File: config.mk
export PLATFORM = sky130hd
export DESIGN_NAME = btc_top
export DESIGN_NICKNAME = d
export VERILOG_FILES = /design/src/btc_pkg.sv /design/src/btc_top.sv
export SDC_FILE = /design/constraint.sdc
export NUM_CORES = 1
export LEC_CHECK = 0
export ABC_AREA = 1
export BUFFER_PORTS_ARGS = -buffer_cell sky130_fd_sc_hd__buf_2
export CORE_ASPECT_RATIO = 0.6
export CORE_MARGIN = 2
export CORE_UTILIZATION = 60
export CTS_CLUSTER_DIAMETER = 30
export DETAILED_ROUTE_END_ITERATION = 7
export PLACE_DENSITY = 0.8
export SLEW_MARGIN = 30
export SYNTH_ARGS = -nofsm -noshare
export SYNTH_HDL_FRONTEND = slang
export SYNTH_SLANG_ARGS = --single-unit
File: constraint.sdc
create_clock -name i_clk -period 3.5 [get_ports i_clk]
set_clock_uncertainty 0.05 [all_clocks]
set_input_delay 0.35 -clock i_clk [delete_from_list [all_inputs] [get_ports i_clk]]
set_output_delay 0.35 -clock i_clk [all_outputs]
set_load 0.05 [all_outputs]
File: src/btc_pkg.sv
/*
 * shared constants and carrier types for the two-wire bus transceiver control block.
 * assumes a 250 MHz core clock and a 32-bit avalon-mm register slave with byte addresses.
 */
package btc_pkg;
    // ------------------------------------------------------------
    // timing
    // ------------------------------------------------------------
    localparam int unsigned CLK_PERIOD_NS  = 4;
    localparam int unsigned TICK_NS        = 1000;
    localparam int unsigned TICK_CYCLES    = TICK_NS / CLK_PERIOD_NS;
    localparam int unsigned TERM_TIME_US   = 34;
    localparam int unsigned TERM_TICKS     = (TERM_TIME_US * 1000) / TICK_NS;
    localparam int unsigned WD_TIME_MS     = 21;
    localparam int unsigned WD_TICKS       = (WD_TIME_MS * 1000000) / TICK_NS;
    localparam int unsigned FIFO_WIDTH     = 16;
    localparam int unsigned FIFO_DEPTH     = 8;

    // ------------------------------------------------------------
    // register map
    // ------------------------------------------------------------
    localparam logic [3:0]  REG_CTRL       = 4'h0;
    localparam logic [3:0]  REG_STATUS     = 4'h4;
    localparam logic [3:0]  REG_RXFIFO     = 4'h8;
    localparam int unsigned CTRL_WD_ALLOW  = 0;
    localparam int unsigned STAT_WD_TRIP   = 3;
    localparam int unsigned STAT_OVERFLOW  = 4;
    localparam logic        CTRL_WD_RESET  = 1'b1;

    typedef enum logic {
        BTC_TX_IDLE  = 1'b0,
        BTC_TX_DRIVE = 1'b1
    } btc_tx_state_t;

    typedef struct packed {
        logic highpass_on;
        logic polarity;
        logic fifo_nonempty;
        logic overflow;
        logic wd_tripped;
        logic rx_low;
        logic term_closed;
        logic driving;
    } btc_status_t;
endpackage

File: src/btc_top.sv
/*
 * transceiver control logic: pulse transmit, dynamic termination, receive output,
 * watchdog, receive-pulse fifo and avalon-mm register slave.
 * assumes all pins are synchronous to i_clk and comparator results arrive as levels.
 */
// Notes on behaviour
// - a falling transmit edge starts driving the pair with the opposite polarity, a rising edge floats both lines.
// - when the driver drops to high impedance the termination switch from line a to the termination pin closes.
// - the switch opens after the nominal 34 us, when the receive output goes low, or when bus reset rises.
// - the transmitter works only while bus reset is low and the receiver is always on.
// - receive output pulls low past the leading threshold of either sign and floats past the trailing one.
// - the high-pass filter is on while its active-low enable is low and bypassed while high.
// - the watchdog runs while its active-low enable is low and the control register allow bit is set; the pad pulldown makes that the default.
// - an enabled watchdog floats both lines after transmit data stays low longer than 21 ms.
// - every transmit transition restarts the watchdog interval.
`timescale 1ns/10ps

module btc_fifo #(
    parameter int unsigned WIDTH = 16,
    parameter int unsigned DEPTH = 8
) (
    input  wire logic             i_clk,
    input  wire logic             i_reset,
    input  wire logic             i_ce,
    input  wire logic             i_in_valid,
    output logic                  o_in_ready,
    input  wire logic [WIDTH-1:0] i_in_data,
    output logic                  o_out_valid,
    input  wire logic             i_out_ready,
    output logic      [WIDTH-1:0] o_out_data
);
    localparam int unsigned AW = (DEPTH > 1) ? $clog2(DEPTH) : 1;
    localparam int unsigned CW = $clog2(DEPTH + 1);

    if (DEPTH < 2 || WIDTH < 1) begin : g_bad_size
        $error("btc_fifo: depth below 2 or zero width");
    end

    logic [WIDTH-1:0] mem [DEPTH];
    logic [AW-1:0]    wr_ptr;
    logic [AW-1:0]    rd_ptr;
    logic [CW-1:0]    count;
    logic [AW-1:0]    next_wr_ptr;
    logic [AW-1:0]    next_rd_ptr;
    logic [CW-1:0]    next_count;
    logic             push;
    logic             pop;

    assign o_in_ready  = (count != CW'(DEPTH));
    assign o_out_valid = (count != '0);
    assign o_out_data  = mem[rd_ptr];
    assign push        = i_ce & i_in_valid & o_in_ready;
    assign pop         = i_ce & o_out_valid & i_out_ready;

    always_comb begin
        next_wr_ptr = wr_ptr;
        next_rd_ptr = rd_ptr;
        next_count  = count;
        if (push) begin
            next_wr_ptr = (wr_ptr == AW'(DEPTH - 1)) ? '0 : wr_ptr + AW'(1);
        end
        if (pop) begin
            next_rd_ptr = (rd_ptr == AW'(DEPTH - 1)) ? '0 : rd_ptr + AW'(1);
        end
        if (push && !pop) begin
            next_count = count + CW'(1);
        end else if (pop && !push) begin
            next_count = count - CW'(1);
        end
    end

    always_ff @(posedge i_clk) begin
        if (i_reset) begin
            wr_ptr <= '0;
            rd_ptr <= '0;
            count  <= '0;
        end else begin
            wr_ptr <= next_wr_ptr;
            rd_ptr <= next_rd_ptr;
            count  <= next_count;
        end
        if (push) begin
            mem[wr_ptr] <= i_in_data;
        end
    end
endmodule

module btc_top
    import btc_pkg::*;
#(
    parameter int unsigned P_TICK_CYCLES = TICK_CYCLES,
    parameter int unsigned P_TERM_TICKS  = TERM_TICKS,
    parameter int unsigned P_WD_TICKS    = WD_TICKS
) (
    input  wire logic        i_clk,
    input  wire logic        i_reset,
    input  wire logic        i_ce,
    input  wire logic        i_tx_data,
    input  wire logic        i_bus_reset,
    input  wire logic        i_lead_cross,
    input  wire logic        i_trail_below,
    input  wire logic        i_highpass_enable_n,
    input  wire logic        i_watchdog_enable_n,
    output logic             o_bus_line_a,
    output logic             o_bus_line_a_oe,
    output logic             o_bus_line_b,
    output logic             o_bus_line_b_oe,
    output logic             o_term_switch,
    output logic             o_rx_data,
    output logic             o_rx_data_oe,
    output logic             o_highpass_on,
    input  wire logic [3:0]  i_avs_address,
    input  wire logic        i_avs_read,
    input  wire logic        i_avs_write,
    input  wire logic [31:0] i_avs_writedata,
    input  wire logic [3:0]  i_avs_byteenable,
    output logic [31:0]      o_avs_readdata,
    output logic             o_avs_waitrequest
);
    localparam int unsigned PW = (P_TICK_CYCLES > 1) ? $clog2(P_TICK_CYCLES) : 1;
    localparam int unsigned TW = $clog2(P_TERM_TICKS + 1);
    localparam int unsigned WW = $clog2(P_WD_TICKS + 1);

    if (P_TICK_CYCLES < 2 || P_TERM_TICKS < 1 || P_WD_TICKS < 1) begin : g_bad_counts
        $error("btc_top: time base and interval counts must be at least 2, 1 and 1");
    end

    // ------------------------------------------------------------
    // time base and transmit path
    // ------------------------------------------------------------
    btc_tx_state_t    tx_state;
    btc_tx_state_t    next_tx_state;
    logic [PW-1:0]    tick_cnt;
    logic [PW-1:0]    next_tick_cnt;
    logic             tick;
    logic             tx_prev;
    logic             polarity;
    logic             next_polarity;
    logic [WW-1:0]    wd_ticks;
    logic [WW-1:0]    next_wd_ticks;
    logic             wd_allow;
    logic             wd_on;
    logic             wd_expire;
    logic             tx_fall;
    logic             tx_rise;
    logic             drive_end;

    assign tick      = (tick_cnt == PW'(P_TICK_CYCLES - 1));
    assign tx_fall   = tx_prev & ~i_tx_data;
    assign tx_rise   = ~tx_prev & i_tx_data;
    assign wd_on     = ~i_watchdog_enable_n & wd_allow;
    // "more than" the interval: trips on the tick after the count has reached it
    assign wd_expire = wd_on & ~i_tx_data & tick & (wd_ticks == WW'(P_WD_TICKS));
    assign drive_end = (tx_state == BTC_TX_DRIVE) && (next_tx_state == BTC_TX_IDLE);

    always_comb begin
        next_tick_cnt = tick ? '0 : tick_cnt + PW'(1);
        next_tx_state = tx_state;
        next_polarity = polarity;
        next_wd_ticks = wd_ticks;
        unique case (tx_state)
            BTC_TX_IDLE: begin
                if (tx_fall && !i_bus_reset) begin
                    next_tx_state = BTC_TX_DRIVE;
                    next_polarity = ~polarity;
                end
            end
            BTC_TX_DRIVE: begin
                if (tx_rise || i_bus_reset || wd_expire) begin
                    next_tx_state = BTC_TX_IDLE;
                end
            end
        endcase
        if (i_tx_data || tx_fall) begin
            next_wd_ticks = '0;
        end else if (tick && wd_ticks != WW'(P_WD_TICKS)) begin
            next_wd_ticks = wd_ticks + WW'(1);
        end
    end

    always_ff @(posedge i_clk) begin
        if (i_reset) begin
            tick_cnt <= '0;
            tx_state <= BTC_TX_IDLE;
            tx_prev  <= 1'b1;
            polarity <= 1'b0;
            wd_ticks <= '0;
        end else if (i_ce) begin
            tick_cnt <= next_tick_cnt;
            tx_state <= next_tx_state;
            tx_prev  <= i_tx_data;
            polarity <= next_polarity;
            wd_ticks <= next_wd_ticks;
        end
    end

    assign o_bus_line_a    = polarity;
    assign o_bus_line_b    = ~polarity;
    assign o_bus_line_a_oe = (tx_state == BTC_TX_DRIVE);
    assign o_bus_line_b_oe = (tx_state == BTC_TX_DRIVE);

    // ------------------------------------------------------------
    // termination, receive output, filter select
    // ------------------------------------------------------------
    logic             term_on;
    logic             next_term_on;
    logic [TW-1:0]    term_ticks;
    logic [TW-1:0]    next_term_ticks;
    logic             rx_low;
    logic             next_rx_low;
    logic             highpass_on;
    logic [15:0]      rx_ticks;
    logic [15:0]      next_rx_ticks;

    always_comb begin
        next_term_on    = term_on;
        next_term_ticks = term_ticks;
        if (i_bus_reset || rx_low || (term_on && term_ticks == TW'(P_TERM_TICKS))) begin
            next_term_on = 1'b0;
        end else if (drive_end) begin
            next_term_on    = 1'b1;
            next_term_ticks = '0;
        end else if (next_tx_state == BTC_TX_DRIVE) begin
            next_term_on = 1'b0;
        end else if (term_on && tick) begin
            next_term_ticks = term_ticks + TW'(1);
        end
        // leading threshold wins: a pulse cannot be both rising and decaying
        if (i_lead_cross) begin
            next_rx_low = 1'b1;
        end else if (i_trail_below) begin
            next_rx_low = 1'b0;
        end else begin
            next_rx_low = rx_low;
        end
        if (!rx_low) begin
            next_rx_ticks = '0;
        end else if (tick && rx_ticks != 16'hffff) begin
            next_rx_ticks = rx_ticks + 16'h0001;
        end else begin
            next_rx_ticks = rx_ticks;
        end
    end

    always_ff @(posedge i_clk) begin
        if (i_reset) begin
            term_on     <= 1'b0;
            term_ticks  <= '0;
            rx_low      <= 1'b0;
            rx_ticks    <= '0;
            highpass_on <= 1'b0;
        end else if (i_ce) begin
            term_on     <= next_term_on;
            term_ticks  <= next_term_ticks;
            rx_low      <= next_rx_low;
            rx_ticks    <= next_rx_ticks;
            highpass_on <= ~i_highpass_enable_n;
        end
    end

    assign o_term_switch = term_on;
    assign o_rx_data     = 1'b0;
    assign o_rx_data_oe  = rx_low;
    assign o_highpass_on = highpass_on;

    // ------------------------------------------------------------
    // receive-pulse fifo: low-period length in ticks per pulse
    // ------------------------------------------------------------
    logic             cap_valid;
    logic             next_cap_valid;
    logic [15:0]      cap_data;
    logic [15:0]      next_cap_data;
    logic             fifo_in_ready;
    logic             fifo_out_valid;
    logic [15:0]      fifo_out_data;
    logic             fifo_pop;
    logic             rx_done;
    logic             overflow_set;

    assign rx_done = rx_low & ~next_rx_low;

    // a pending word stalls capture while the fifo is full; a second pulse then is lost
    always_comb begin
        next_cap_valid = cap_valid & ~fifo_in_ready;
        next_cap_data  = cap_data;
        overflow_set   = 1'b0;
        if (rx_done) begin
            if (next_cap_valid) begin
                overflow_set = 1'b1;
            end else begin
                next_cap_valid = 1'b1;
                next_cap_data  = rx_ticks;
            end
        end
    end

    always_ff @(posedge i_clk) begin
        if (i_reset) begin
            cap_valid <= 1'b0;
            cap_data  <= '0;
        end else if (i_ce) begin
            cap_valid <= next_cap_valid;
            cap_data  <= next_cap_data;
        end
    end

    btc_fifo #(
        .WIDTH (FIFO_WIDTH),
        .DEPTH (FIFO_DEPTH)
    ) u_fifo (
        .i_clk       (i_clk),
        .i_reset     (i_reset),
        .i_ce        (i_ce),
        .i_in_valid  (cap_valid),
        .o_in_ready  (fifo_in_ready),
        .i_in_data   (cap_data),
        .o_out_valid (fifo_out_valid),
        .i_out_ready (fifo_pop),
        .o_out_data  (fifo_out_data)
    );

    // ------------------------------------------------------------
    // avalon-mm slave: one wait state on every access
    // ------------------------------------------------------------
    logic             ack;
    logic             next_ack;
    logic [31:0]      readdata;
    logic [31:0]      next_readdata;
    logic             wd_trip;
    logic             next_wd_trip;
    logic             overflow;
    logic             next_overflow;
    logic             next_wd_allow;
    logic             wr_hit;
    btc_status_t      status;

    assign status = '{highpass_on: highpass_on, polarity: polarity,
                      fifo_nonempty: fifo_out_valid, overflow: overflow,
                      wd_tripped: wd_trip, rx_low: rx_low, term_closed: term_on,
                      driving: (tx_state == BTC_TX_DRIVE)};
    // a frozen clock enable must not let the master finish an access that never lands
    assign o_avs_waitrequest = (i_avs_read | i_avs_write) & ~(ack & i_ce);
    assign wr_hit   = i_avs_write & ack & i_avs_byteenable[0];
    assign fifo_pop = i_avs_read & ack & (i_avs_address == REG_RXFIFO);

    always_comb begin
        next_ack      = (i_avs_read | i_avs_write) & ~ack;
        next_readdata = readdata;
        next_wd_allow = wd_allow;
        if (i_avs_read && !ack) begin
            unique case (i_avs_address)
                REG_CTRL:   next_readdata = {31'h0, wd_allow};
                REG_STATUS: next_readdata = {24'h0, status};
                REG_RXFIFO: next_readdata = {16'h0, fifo_out_valid ? fifo_out_data : 16'h0};
                default:    next_readdata = 32'h0;
            endcase
        end
        if (wr_hit && i_avs_address == REG_CTRL) begin
            next_wd_allow = i_avs_writedata[CTRL_WD_ALLOW];
        end
        // hardware set wins over a write-one clear in the same cycle
        next_wd_trip  = (wd_trip & ~(wr_hit && i_avs_address == REG_STATUS
                        && i_avs_writedata[STAT_WD_TRIP])) | wd_expire;
        next_overflow = (overflow & ~(wr_hit && i_avs_address == REG_STATUS
                        && i_avs_writedata[STAT_OVERFLOW])) | overflow_set;
    end

    always_ff @(posedge i_clk) begin
        if (i_reset) begin
            ack      <= 1'b0;
            readdata <= '0;
            wd_allow <= CTRL_WD_RESET;
            wd_trip  <= 1'b0;
            overflow <= 1'b0;
        end else if (i_ce) begin
            ack      <= next_ack;
            readdata <= next_readdata;
            wd_allow <= next_wd_allow;
            wd_trip  <= next_wd_trip;
            overflow <= next_overflow;
        end
    end

    assign o_avs_readdata = readdata;
endmodule

==> results of run 1 <==
state kept, by name, summed over array words and instances (netlist names), named ones only:
| name | count |
|---|---|
| o_bus_line_a_oe | 1 |
| wd_ticks | 15 |
| u_fifo.wr_ptr | 3 |
| cap_valid | 1 |
| rx_ticks | 16 |
| overflow | 1 |
| u_fifo.rd_ptr | 3 |
| o_rx_data_oe | 1 |
| u_fifo.count | 4 |
| u_fifo.mem | 128 |
| term_ticks | 6 |
| wd_allow | 1 |
| ack | 1 |
| o_bus_line_a | 1 |
| o_highpass_on | 1 |
| o_avs_readdata | 16 |
| o_term_switch | 1 |
| cap_data | 16 |
| wd_trip | 1 |
| tx_prev | 1 |
| tick_cnt | 8 |
logic make-up after synthesis:
family / count (synthesis)
flip-flops: 229
AO/OA/AOI/OAI: 242
XOR/XNOR: 17
adder cells (fa/ha/maj): 15
AND/OR/NAND/NOR: 388
buffers and inverters: 134
other: 1
power groups by stage:
stage          Sequential [mW]  Combinational (mW)  Clock [mW]
2_1_floorplan             2.95               0.179           0
3_3_place_gp              2.93               0.236           0
3_5_place_dp              2.93               0.239           0
4_1_cts                   2.87               0.243        3.50
5_1_grt                   2.87               0.265        3.65
6_report                  2.87               0.247        3.48
Yosys cell counts (all sizes together):
cell type,n
nor2,165
nand2,132
edfxtp,128
o21ai,111
dfxtp,101
inv,74
a21oi,71
nand3,49
clkbuf,31
buf,27
o221ai,26
nor3,23
ha,14
xor2,14
nand4,10
a31oi,7
o21bai,7
o211ai,6
o22ai,6
a211oi,3
nor4,3
xnor2,3
and3,2
clkinv,2
or2,2
a21boi,1
a2bb2oi,1
a41oi,1
conb,1
fa,1
nand3b,1
nor3b,1
o211a,1
o21a,1
metrics by stage:
step	hold WS, ns	power [mW]
global route	0.07754	6.789
floorplan	0.3865	3.124
global placement	0.3999	3.161
CTS	0.04713	6.614
finish	0.04782	6.601
detailed placement	0.4094	3.166
final cells by class:
type | instances | area, um2 | share of cell area (%)
sequential | 229 | 5867 | 50.85
tap | 228 | 285.3 | 2.472
timing repair buffer | 59 | 340.3 | 2.949
clock buffer | 40 | 947.2 | 8.209
clock inverter | 22 | 241.5 | 2.093
inverter | 76 | 289.0 | 2.505
multi-input combinational | 679 | 3568 | 30.93
worst max path at each step:
stage	endpoint	slack (ns)	cells after the start
3_5_place_dp	u_fifo.count[3]	0.95	15
4_1_cts	u_fifo.count[3]	1.0	16
2_1_floorplan	u_fifo.count[3]	1.19	15
5_1_grt	u_fifo.count[3]	0.72	16
6_report	u_fifo.count[3]	1.0	16
3_3_place_gp	u_fifo.count[3]	0.99	15
routing by layer:
layer | GRT usage [%] | vias to the layer above
met1 | 39.82 | 3683
li1 | - | 3664
met3 | 6.545 | 43
met2 | 39.13 | 379
met5 | 0 | -
met4 | 6.961 | 0
worst max-delay path, cell delays in order, from the launching register on:
cell	delay (ns)
dfxtp_1	0.36
nor2_1	0.12
inv_1	0.07
nor3_1	0.25
nor2_2	0.08
nand3_1	0.14
ha_1	0.22
inv_1	0.10
ha_1	0.28
nand2_1	0.07
nand2_1	0.05
a21oi_1	0.17
nor2_1	0.06
nor2_1	0.08
nand2_1	0.07
o21ai_0	0.15
a21oi_1	0.05
==> impl_results.md, run 1 <==
- Mux cell area share after synthesis: 0%
- Number of post-CTS setup repair buffers: 0
- Via-to-Cell Ratio: between 5 and 6
- DRT Pass-1 Iters: 5
- Critical path startpoint: u_fifo.count[0]
- Unrepaired setup endpoints after global routing: no
- Clk_lat worst skew: roughly 0.50 ns
- Sequential-to-total area share from yosys stat: 58.56%
- Root buffer cell: clkbuf_16
- Clk pwr share: 52.8%
- Placed cell area: 10340 um2
- Die Ht: ~100 um
- Rows: 36
- Final hold violations: 0
- Vias: 7769
- Max Cap Violations: 0
- Global Route Usage Sum: approximately a quarter
- Synth warnings: 0
- Synth Area in Compound Gates: 13.95%
- Final slew viol count: 0
- Core Box Area: 16260 um2
- Die ar.: around 18000 um2
- Inserted Diodes: 0
- DRC: 0
- CTS clk-pin slew, worst paths: ~0.06 ns
- Psw: approximately 1.5 mW
- Setup TNS: 0 ns
- Chip width: around 170 um
- Worst EP required: about 3.8 ns
- Wl on met1: between 10000 and 15000 um
- Largest net degree at the start of global routing: 65
- Largest family of logic cells by synthesized area: simple AND/OR/NAND/NOR gates
- Detailed-routed wire length on met3: around 2400 um
- DR iter-0 viols: 1005
- Syn_area_per_cell: just under 10 um2
- Worst VDD drop: between 0.2 and 0.3 mV
- P_int: roughly 5.1 mW
- Worst Hold Depth: 3
- Post-route minimum period: 2.504 ns
- Area growth syn-to-layout: 15.19%
- Hold WC Path Type: input pin to flip-flop
- Minimum setup slack among reg-to-reg paths: between 0.9 and 1 ns
- TritonCTS clock tree: done
- Most frequent cells in the layout: 155 x nor2_1, 128 x edfxtp_1, 121 x nand2_1
- Number of synthesized register bits: ~230
- Post-Synth XOR/XNOR Area: under 10%
- Flop pwr share: a little over two fifths
- CTS Sinks: 229
- Switch share: about 23%
- Port bufs: 42
- Commonest non-fill, non-tap cell in the layout: nor2_1
- Starting density of the core: ~60%
- Max_slew headroom: between 40% and 50%
- FF-to-FF End: u_fifo.count[3]
- Worst r2r path cells: 16
- Layout Utilization: between 70% and 80%
- H-tree Lvls: 2
- First-pass GRT wire length: between 30000 and 40000 um
- Routed WL: between 20000 and 25000 um
- Top Ports: 92
- Comb power frac: between 3 and 4%
- Post-CTS resize count: 0
- Area leader, netlist: edfxtp_1
- Area share of fa/ha/maj cells after synthesis: 1.949%
- Worst Hold Endpoint: wd_allow
- Status: completed
- Clock buffer depth: 3
- Design area: between 10000 and 15000 um2
- Yosys top cell area share: 38.37%
- Fin cells: 1333
- Fin crit share: between 70% and 80%
- GRT overflow: 0
- Cell Area, Synth: approximately 10000 um2
- Worst Path Arrival: ~2.8 ns
- Final GP Congestion: between 0.8 and 0.9
- Final WS setup: about 1 ns
- Post-place setup slack: about 0.95 ns
- Final net count: between 1000 and 1500
- # setup viols final: 0
- Hold Buf Count CTS: 1
- Ratio of cells with drive above 1 in the final layout: around 14%
- Initial antenna violation count: 0
- Critical Path Source Type: flip-flop
- Crit-path max FO: 4
- LEAKAGE: 4.156 nW
- Tightest Pin Transition: around 0.8 ns
- WL/cell: roughly 18 um
- Worst setup EP type: flip-flop
- ANT nets after route: 0
- Worst Min Path Start: i_avs_writedata[0]
- Critical path class: flip-flop to flip-flop
- Fmax: 0.3994 GHz
- Cell variety after synth: a little over 50
- Routed met2 length: slightly above 10000 um
- Power Density: between 500 and 600 nW/um2
- Final HPWL DP: around 15000 um
- Cells after Synth: 1026
- Synth top area cells: edfxtp_1 38%, dfxtp_1 20%, nor2_1 5.8%
- DR top layer: met4
- Vias in the first global route: between 7000 and 8000
- Num CTS Buffers: 34
- Simple-gate portion of the synthesized area: roughly 18%
- Worst R2R Start: u_fifo.count[0]
- Fillers: approximately 1100
- Placed Cells: 1270
(Power assumes the default switching activity.)
==> inputs of run 2 (changes only) <==
Settings changed: CORE_UTILIZATION 60 to 54, PLACE_DENSITY 0.8 to 0.76.
Clock period 3.5 ns to 2.2 ns, I/O delays scaled along.
==> run 2 against run 1 <==
The run now ends with setup timing left. Global-route usage down 1.9 points. Cell count up 3.6%. Utilization down 5.4 points. Largest cell class unchanged. Clock power up 54%. Fmax up 11%. Final area up 3.0%. Hold slack worse by 0.035 ns. Non-clock buffer count up 34. Via count up 0.37%. Power up 57%. Critical path depth unchanged.
==> impl_results.md, run 2 (synthesized netlist as in run 1, its figures left out) <==
- Via-to-Cell Ratio: 5.647 (was 5.828)
- Post-route minimum period: 2.255 ns (was 2.504 ns)
- Tightest Pin Transition: 0.6782 ns (was 0.7909 ns)
- Max reg flops: 128 (unchanged)
- Final WS setup: -0.05453 ns (was 0.9964 ns)
- Worst VDD drop: 0.5896 mV (was 0.2976 mV)
- Worst setup EP type: flip-flop (unchanged)
- Worst path slowest cell: dfxtp_2 (was dfxtp_1)
- Critical path's largest stage delay: 0.32 ns (was 0.36 ns)
- # setup viols final: 1 (was 0)
- Fin Hold WS: 0.01250 ns (was 0.04782 ns)
- DRC: 0 (unchanged)
- Max Cap Violations: 0 (unchanged)
- Ratio of cells with drive above 1 in the final layout: 17.62% (was 14.39%)
- Clock buffer depth: 3 (unchanged)
- Critical Path Source Type: flip-flop (unchanged)
- TritonCTS clock tree: done (unchanged)
- Core Box Area: 18110 um2 (was 16260 um2)
- Final slew viol count: 0 (unchanged)
- Inserted Diodes: 0 (unchanged)
- Chip width: 179.8 um (was 170.8 um)
- Worst EP required: 2.51 ns (was 3.84 ns)
- WL/cell: 17.56 um (was 17.67 um)
- Final hold violations: 0 (unchanged)
- Die ar.: 19690 um2 (was 17780 um2)
- Starting density of the core: 55.30% (was 61.60%)
- Root buffer cell: clkbuf_16 (unchanged)
- GRT overflow: 0 (unchanged)
- ANT nets after route: 0 (unchanged)
- Global Route Usage Sum: 24.77% (was 26.65%)
- Routed WL: 24250 um (was 23560 um)
- LEAKAGE: 4.328 nW (was 4.156 nW)
- Fin crit share: 102.5% (was 71.53%)
- Hold WC Path Type: input pin to flip-flop (unchanged)
- DRT Pass-1 Iters: 5 (unchanged)
- First-pass GRT wire length: 38340 um (was 36980 um)
- Final net count: 1180 (was 1145)
- Final HPWL DP: 15520 um (was 14620 um)
- Commonest non-fill, non-tap cell in the layout: nor2_1 (unchanged)
- Largest net degree at the start of global routing: 63 (was 65)
- Power Density: 872.0 nW/um2 (was 572.1 nW/um2)
- CTS Sinks: 229 (unchanged)
- Port bufs: 42 (unchanged)
- Num CTS Buffers: 35 (was 34)
- CP Cell Sequence: nor2_2 > inv_2 > buf_6 > nor3_4 > nor3_4 > ha_4 > inv_4 > ha_4 > nand2_2 > nand2_2 > a21oi_2 > nor2_2 > nor2_1 > nand2_1 > o21ai_1 > a21oi_1 (was nor2_1 > inv_1 > nor3_1 > nor2_2 > nand3_1 > ha_1 > inv_1 > ha_1 > nand2_1 > nand2_1 > a21oi_1 > nor2_1 > nor2_1 > nand2_1 > o21ai_0 > a21oi_1)
- Fmax: 0.4436 GHz (was 0.3994 GHz)
- Critical path class: flip-flop to flip-flop (unchanged)
- Area growth syn-to-layout: 18.60% (was 15.19%)
- Max_slew headroom: 54.74% (was 47.22%)
- Vias in the first global route: 7251 (was 7162)
- CTS clk-pin slew, worst paths: 0.05 ns (was 0.06 ns)
- Initial antenna violation count: 0 (unchanged)
- Failing checks: setup timing
- Worst Path Arrival: 2.57 ns (was 2.84 ns)
- DR iter-0 viols: 826 (was 1005)
- Die Ht: 109.5 um (was 104.1 um)
- Final GP Congestion: 0.9255 (was 0.8913)
- Top reg by flops: u_fifo.mem (unchanged)
- Status: complete, but fails checks (was completed)
- Most frequent cells in the layout: 153 x nor2_1, 128 x edfxtp_1, 119 x nand2_1 (was 155 x nor2_1, 128 x edfxtp_1, 121 x nand2_1)
- Clk_lat worst skew: 0.50 ns (about the same)
- Top Ports: 92 (unchanged)
- Power Total: 10.36 mW (was 6.601 mW)
- Rows: 38 (was 36)
- Unrepaired setup endpoints after global routing: yes (was no)
- Crit-path max FO: 3 (was 4)
- H-tree Lvls: 2 (unchanged)
- Vias: 7798 (was 7769)
-- run 2: cell count changes in the layout (fill, tap and decap cells not counted), sizes merged --
cell         change
clkinvlp         -3
inv              -3
clkinv           +5
dlygate4sd3      +3
clkbuf           +3
buf             +31
-- run 2: per-stage QoR --
step	std cells	setup TNS, ns	worst slack (ns)	cell area, um2	util (%)
finish	1381	-0.05453	-0.05453	11880	65.58
global route	1381	-0.4121	-0.1761	11880	65.58
CTS	1377	0	0.02083	11800	65.12
detailed placement	1309	-0.08312	-0.08312	10590	58.48
global placement	1309	0	0.007599	10590	58.48
floorplan	1042	0	0.002811	10090	-
-- run 2: per-layer routing --
metal,GRT usage [%],vias to the layer above,wire length [um]
li1,-,3729,-
met1,36.44,3713,11070
met2,38.26,324,10720
met3,4.670,32,2121
met4,6.039,0,339
met5,0,-,0
-- run 2: cell type report --
| type | instances | area (um2) |
|---|---|---|
| clock inverter | 21 | 205.2 |
| fill | 1329 | 6235 |
| timing repair buffer | 93 | 635.6 |
| tap | 240 | 300.3 |
| sequential | 229 | 5869 |
| multi-input combinational | 679 | 3635 |
| inverter | 76 | 289.0 |
| clock buffer | 43 | 945.9 |
-- run 2: report_power, final --
part	leakage (nW)	internal [mW]	switching, mW	total (mW)
Combinational	1.75	0.103	0.325	0.429
Sequential	2.02	4.53	0.0384	4.56
Clock	0.564	3.43	1.94	5.37
Total	4.33	8.06	2.30	10.4
-- run 2: critical path, delay by kind of cell (launching register included) --
| kind | cells | cell delay [ns] |
|---|---|---|
| buf+inv | 3 | 0.24 |
| flops | 1 | 0.32 |
| fa+ha+maj | 2 | 0.37 |
| compound gates | 3 | 0.36 |
| simple gates | 8 | 0.80 |
-- run 2: worst paths after layout --
check / from / endpoint / slack [ns] / depth (start not counted)
min reg2reg: o_avs_readdata[13] / o_avs_readdata[13] / 0.41 / 2
max: u_fifo.count[1] / u_fifo.count[3] / -0.05 / 16
max reg2reg: u_fifo.count[1] / u_fifo.count[3] / -0.05 / 16
min: i_avs_writedata[4] / overflow / 0.01 / 4
-- run 2: what timing repair did --
item                                   4_1_cts  5_1_grt
setup endpoints to repair                    2        6
hold buffers                                 4        0
setup buffers                                0        4
endpoints found under the hold margin        4        0
pin swaps                                    0       15
gates resized for setup                      3       13
==> inputs of run 3 (changes only) <==
==> constraint.sdc (replaced) <==
create_clock -name i_clk -period 2.2 [get_ports i_clk]
set_clock_uncertainty 0.05 [all_clocks]
set_input_delay 0.55 -clock i_clk [delete_from_list [all_inputs] [get_ports i_clk]]
set_output_delay 0.55 -clock i_clk [all_outputs]
set_load 0.05 [all_outputs]
==> run 3 against run 2 <==
The run still ends with setup timing left. Sequential share of layout area shrank 0.55 points. Cell count hardly changed. Power decreased by 2.3%. Critical path type unchanged. Critical endpoint unchanged.
==> impl_results.md, run 3 (synthesized netlist as in run 1, its figures left out) <==
- Failing checks: setup timing (unchanged)
- Worst EP required: 2.52 ns (was 2.51 ns)
- CP Cell Sequence: nor2_1 > inv_1 > nor3_2 > buf_4 > nor2_4 > nand3_4 > ha_4 > inv_4 > ha_4 > nand2_2 > nand2_2 > a21oi_2 > nor2_1 > nor2_1 > nand2_1 > o21ai_1 > a21oi_1 (was nor2_2 > inv_2 > buf_6 > nor3_4 > nor3_4 > ha_4 > inv_4 > ha_4 > nand2_2 > nand2_2 > a21oi_2 > nor2_2 > nor2_1 > nand2_1 > o21ai_1 > a21oi_1)
- Hold Buf Count CTS: 0 (was 4)
- Via-to-Cell Ratio: 5.685 (was 5.647)
- Fin Hold WS: 0.1949 ns (was 0.01250 ns)
- First-pass GRT wire length: 38250 um (was 38340 um)
- Design area: 12010 um2 (was 11880 um2)
- DR iter-0 viols: 876 (was 826)
- Crit-path max FO: 4 (was 3)
- Initial antenna violation count: 0 (unchanged)
- Tightest Pin Transition: 0.6007 ns (was 0.6782 ns)
- Minimum setup slack among reg-to-reg paths: -0.07 ns (was -0.05 ns)
- Final hold violations: 0 (unchanged)
- Die ar.: 19690 um2 (unchanged)
- Most frequent cells in the layout: 149 x nor2_1, 128 x edfxtp_1, 119 x nand2_1 (was 153 x nor2_1, 128 x edfxtp_1, 119 x nand2_1)
- Max Cap Violations: 0 (unchanged)
- Final GP Congestion: 0.8902 (was 0.9255)
- Fillers: 1322 (was 1329)
- DRT Pass-1 Iters: 5 (unchanged)
- Vias in the first global route: 7105 (was 7251)
- Worst setup EP type: flip-flop (unchanged)
- Root buffer cell: clkbuf_16 (unchanged)
- Global Route Usage Sum: 24.78% (was 24.77%)
- Multi-input combinational cell area: 3695 um2 (was 3635 um2)
- H-tree Lvls: 2 (unchanged)
- Vias: 7857 (was 7798)
- Area growth syn-to-layout: 19.92% (was 18.60%)
- Fmax: 0.4406 GHz (was 0.4436 GHz)
- # setup viols final: 1 (unchanged)
- Worst Path Arrival: 2.59 ns (was 2.57 ns)
- Critical Path Source Type: flip-flop (unchanged)
- TritonCTS clock tree: done (unchanged)
- CP dominant cell by count: nor2_1
- Final HPWL DP: 15570 um (was 15520 um)
- Placed cell area: 10810 um2 (was 10590 um2)
- Port bufs: 42 (unchanged)
- Power Density: 842.5 nW/um2 (was 872.0 nW/um2)
- Clock buffer depth: 3 (unchanged)
- Chip width: 179.8 um (unchanged)
- Starting density of the core: 55.30% (unchanged)
- Worst path slowest cell: dfxtp_2 (unchanged)
- LEAKAGE: 4.353 nW (was 4.328 nW)
- Power Total: 10.12 mW (was 10.36 mW)
- Fin crit share: 103.2% (was 102.5%)
- Top reg by flops: u_fifo.mem (unchanged)
- Layout Utilization: 66.31% (was 65.58%)
- Critical path class: flip-flop to flip-flop (unchanged)
- Routed WL: 24450 um (was 24250 um)
- Final net count: 1183 (was 1180)
- CP Depth: 17 (was 16)
- Final slew viol count: 0 (unchanged)
- Status: complete, but fails checks (unchanged)
- Unrepaired setup endpoints after global routing: yes (unchanged)
- Register area: 5869 um2 (unchanged)
- CTS clk-pin slew, worst paths: 0.06 ns (was 0.05 ns)
- ANT nets after route: 0 (unchanged)
- Commonest non-fill, non-tap cell in the layout: nor2_1 (unchanged)
- WL/cell: 17.69 um (was 17.56 um)
- Buf/Inv on CP: 3 (unchanged)
- Worst Hold Depth: 2 (was 4)
- Hold WC Path Type: input pin to flip-flop (unchanged)
- Max_slew headroom: 59.69% (was 54.74%)
- Top Ports: 92 (unchanged)
- Ratio of cells with drive above 1 in the final layout: 18.74% (was 17.62%)
- Final WS setup: -0.06965 ns (was -0.05453 ns)
- CTS Sinks: 229 (unchanged)
- DRC: 0 (unchanged)
- Worst VDD drop: 0.4826 mV (was 0.5896 mV)
- Critical path's largest stage delay: 0.31 ns (was 0.32 ns)
- Die Ht: 109.5 um (unchanged)
- Post-route minimum period: 2.270 ns (was 2.255 ns)
- GRT overflow: 0 (unchanged)
- Core Box Area: 18110 um2 (unchanged)
- Worst r2r path cells: 17 (was 16)
- Largest net degree at the start of global routing: 49 (was 63)
- Rows: 38 (unchanged)
- Num CTS Buffers: 35 (unchanged)
- Clk_lat worst skew: 0.49 ns (was 0.50 ns)
- Crit-path leading delay family: simple AND/OR/NAND/NOR gates (unchanged)
- Inserted Diodes: 0 (unchanged)
- Max reg flops: 128 (unchanged)
run 3: changes by cell type in the layout (fill, tap and decap cells not counted), moves of 2 or more:
cell / previous run / this run
nor2_4: 6 / 11
dlygate4sd3_1: 4 / 0
clkbuf_8: 4 / 2
nor2_1: 153 / 149
clkbuf_1: 4 / 1
clkinvlp_4: 3 / 8
inv_6: 3 / 5
inv_8: 0 / 3
buf_12: 2 / 11
buf_6: 2 / 0
bufinv_16: 3 / 0
clkinv_2: 8 / 5
run 3: worst paths after layout:
| kind | start | to |
|---|---|---|
| worst max-delay path | u_fifo.count[1] | u_fifo.count[3] |
| worst min register to register | o_avs_readdata[10] | o_avs_readdata[10] |
| worst min-delay path | i_highpass_enable_n | o_highpass_on |
| worst max register to register | u_fifo.count[1] | u_fifo.count[3] |
run 3: final cells by class:
cell class	instances	share of cell area (%)
repair buffers	96	6.270
multi-input cells	679	30.76
well taps	240	2.500
clock inverters	23	1.417
clock buffers	39	7.760
flip-flops and latches	229	48.86
inverters	76	2.437
run 3: metrics by stage:
stage / setup slack [ns] / instances / TNS, ns
finish: -0.06965 / 1382 / -0.06965
global route: -0.2011 / 1382 / -0.2135
CTS: 0.003654 / 1380 / 0
detailed placement: -0.4056 / 1318 / -0.8464
global placement: -0.2931 / 1318 / -0.4953
floorplan: -0.1317 / 1042 / -4.146
run 3: power by group:
part / internal (mW) / switching (mW)
clock: 3.11 / 2.02
sequential: 4.52 / 0.0431
combinational: 0.107 / 0.324
run 3: timing repair:
| action | 4_1_cts | 5_1_grt |
|---|---|---|
| pin swaps | 0 | 11 |
| setup endpoints to repair | 2 | 8 |
| buffers inserted | 0 | 2 |
| resized for setup | 2 | 17 |
run 3: routing by layer:
| layer | GRT usage (%) | part of all wire, % |
|---|---|---|
| met3 | 4.273 | 8.6 |
| met5 | 0 | 0 |
| met1 | 37.02 | 46 |
| met4 | 6.330 | 1.5 |
| met2 | 37.77 | 44 |
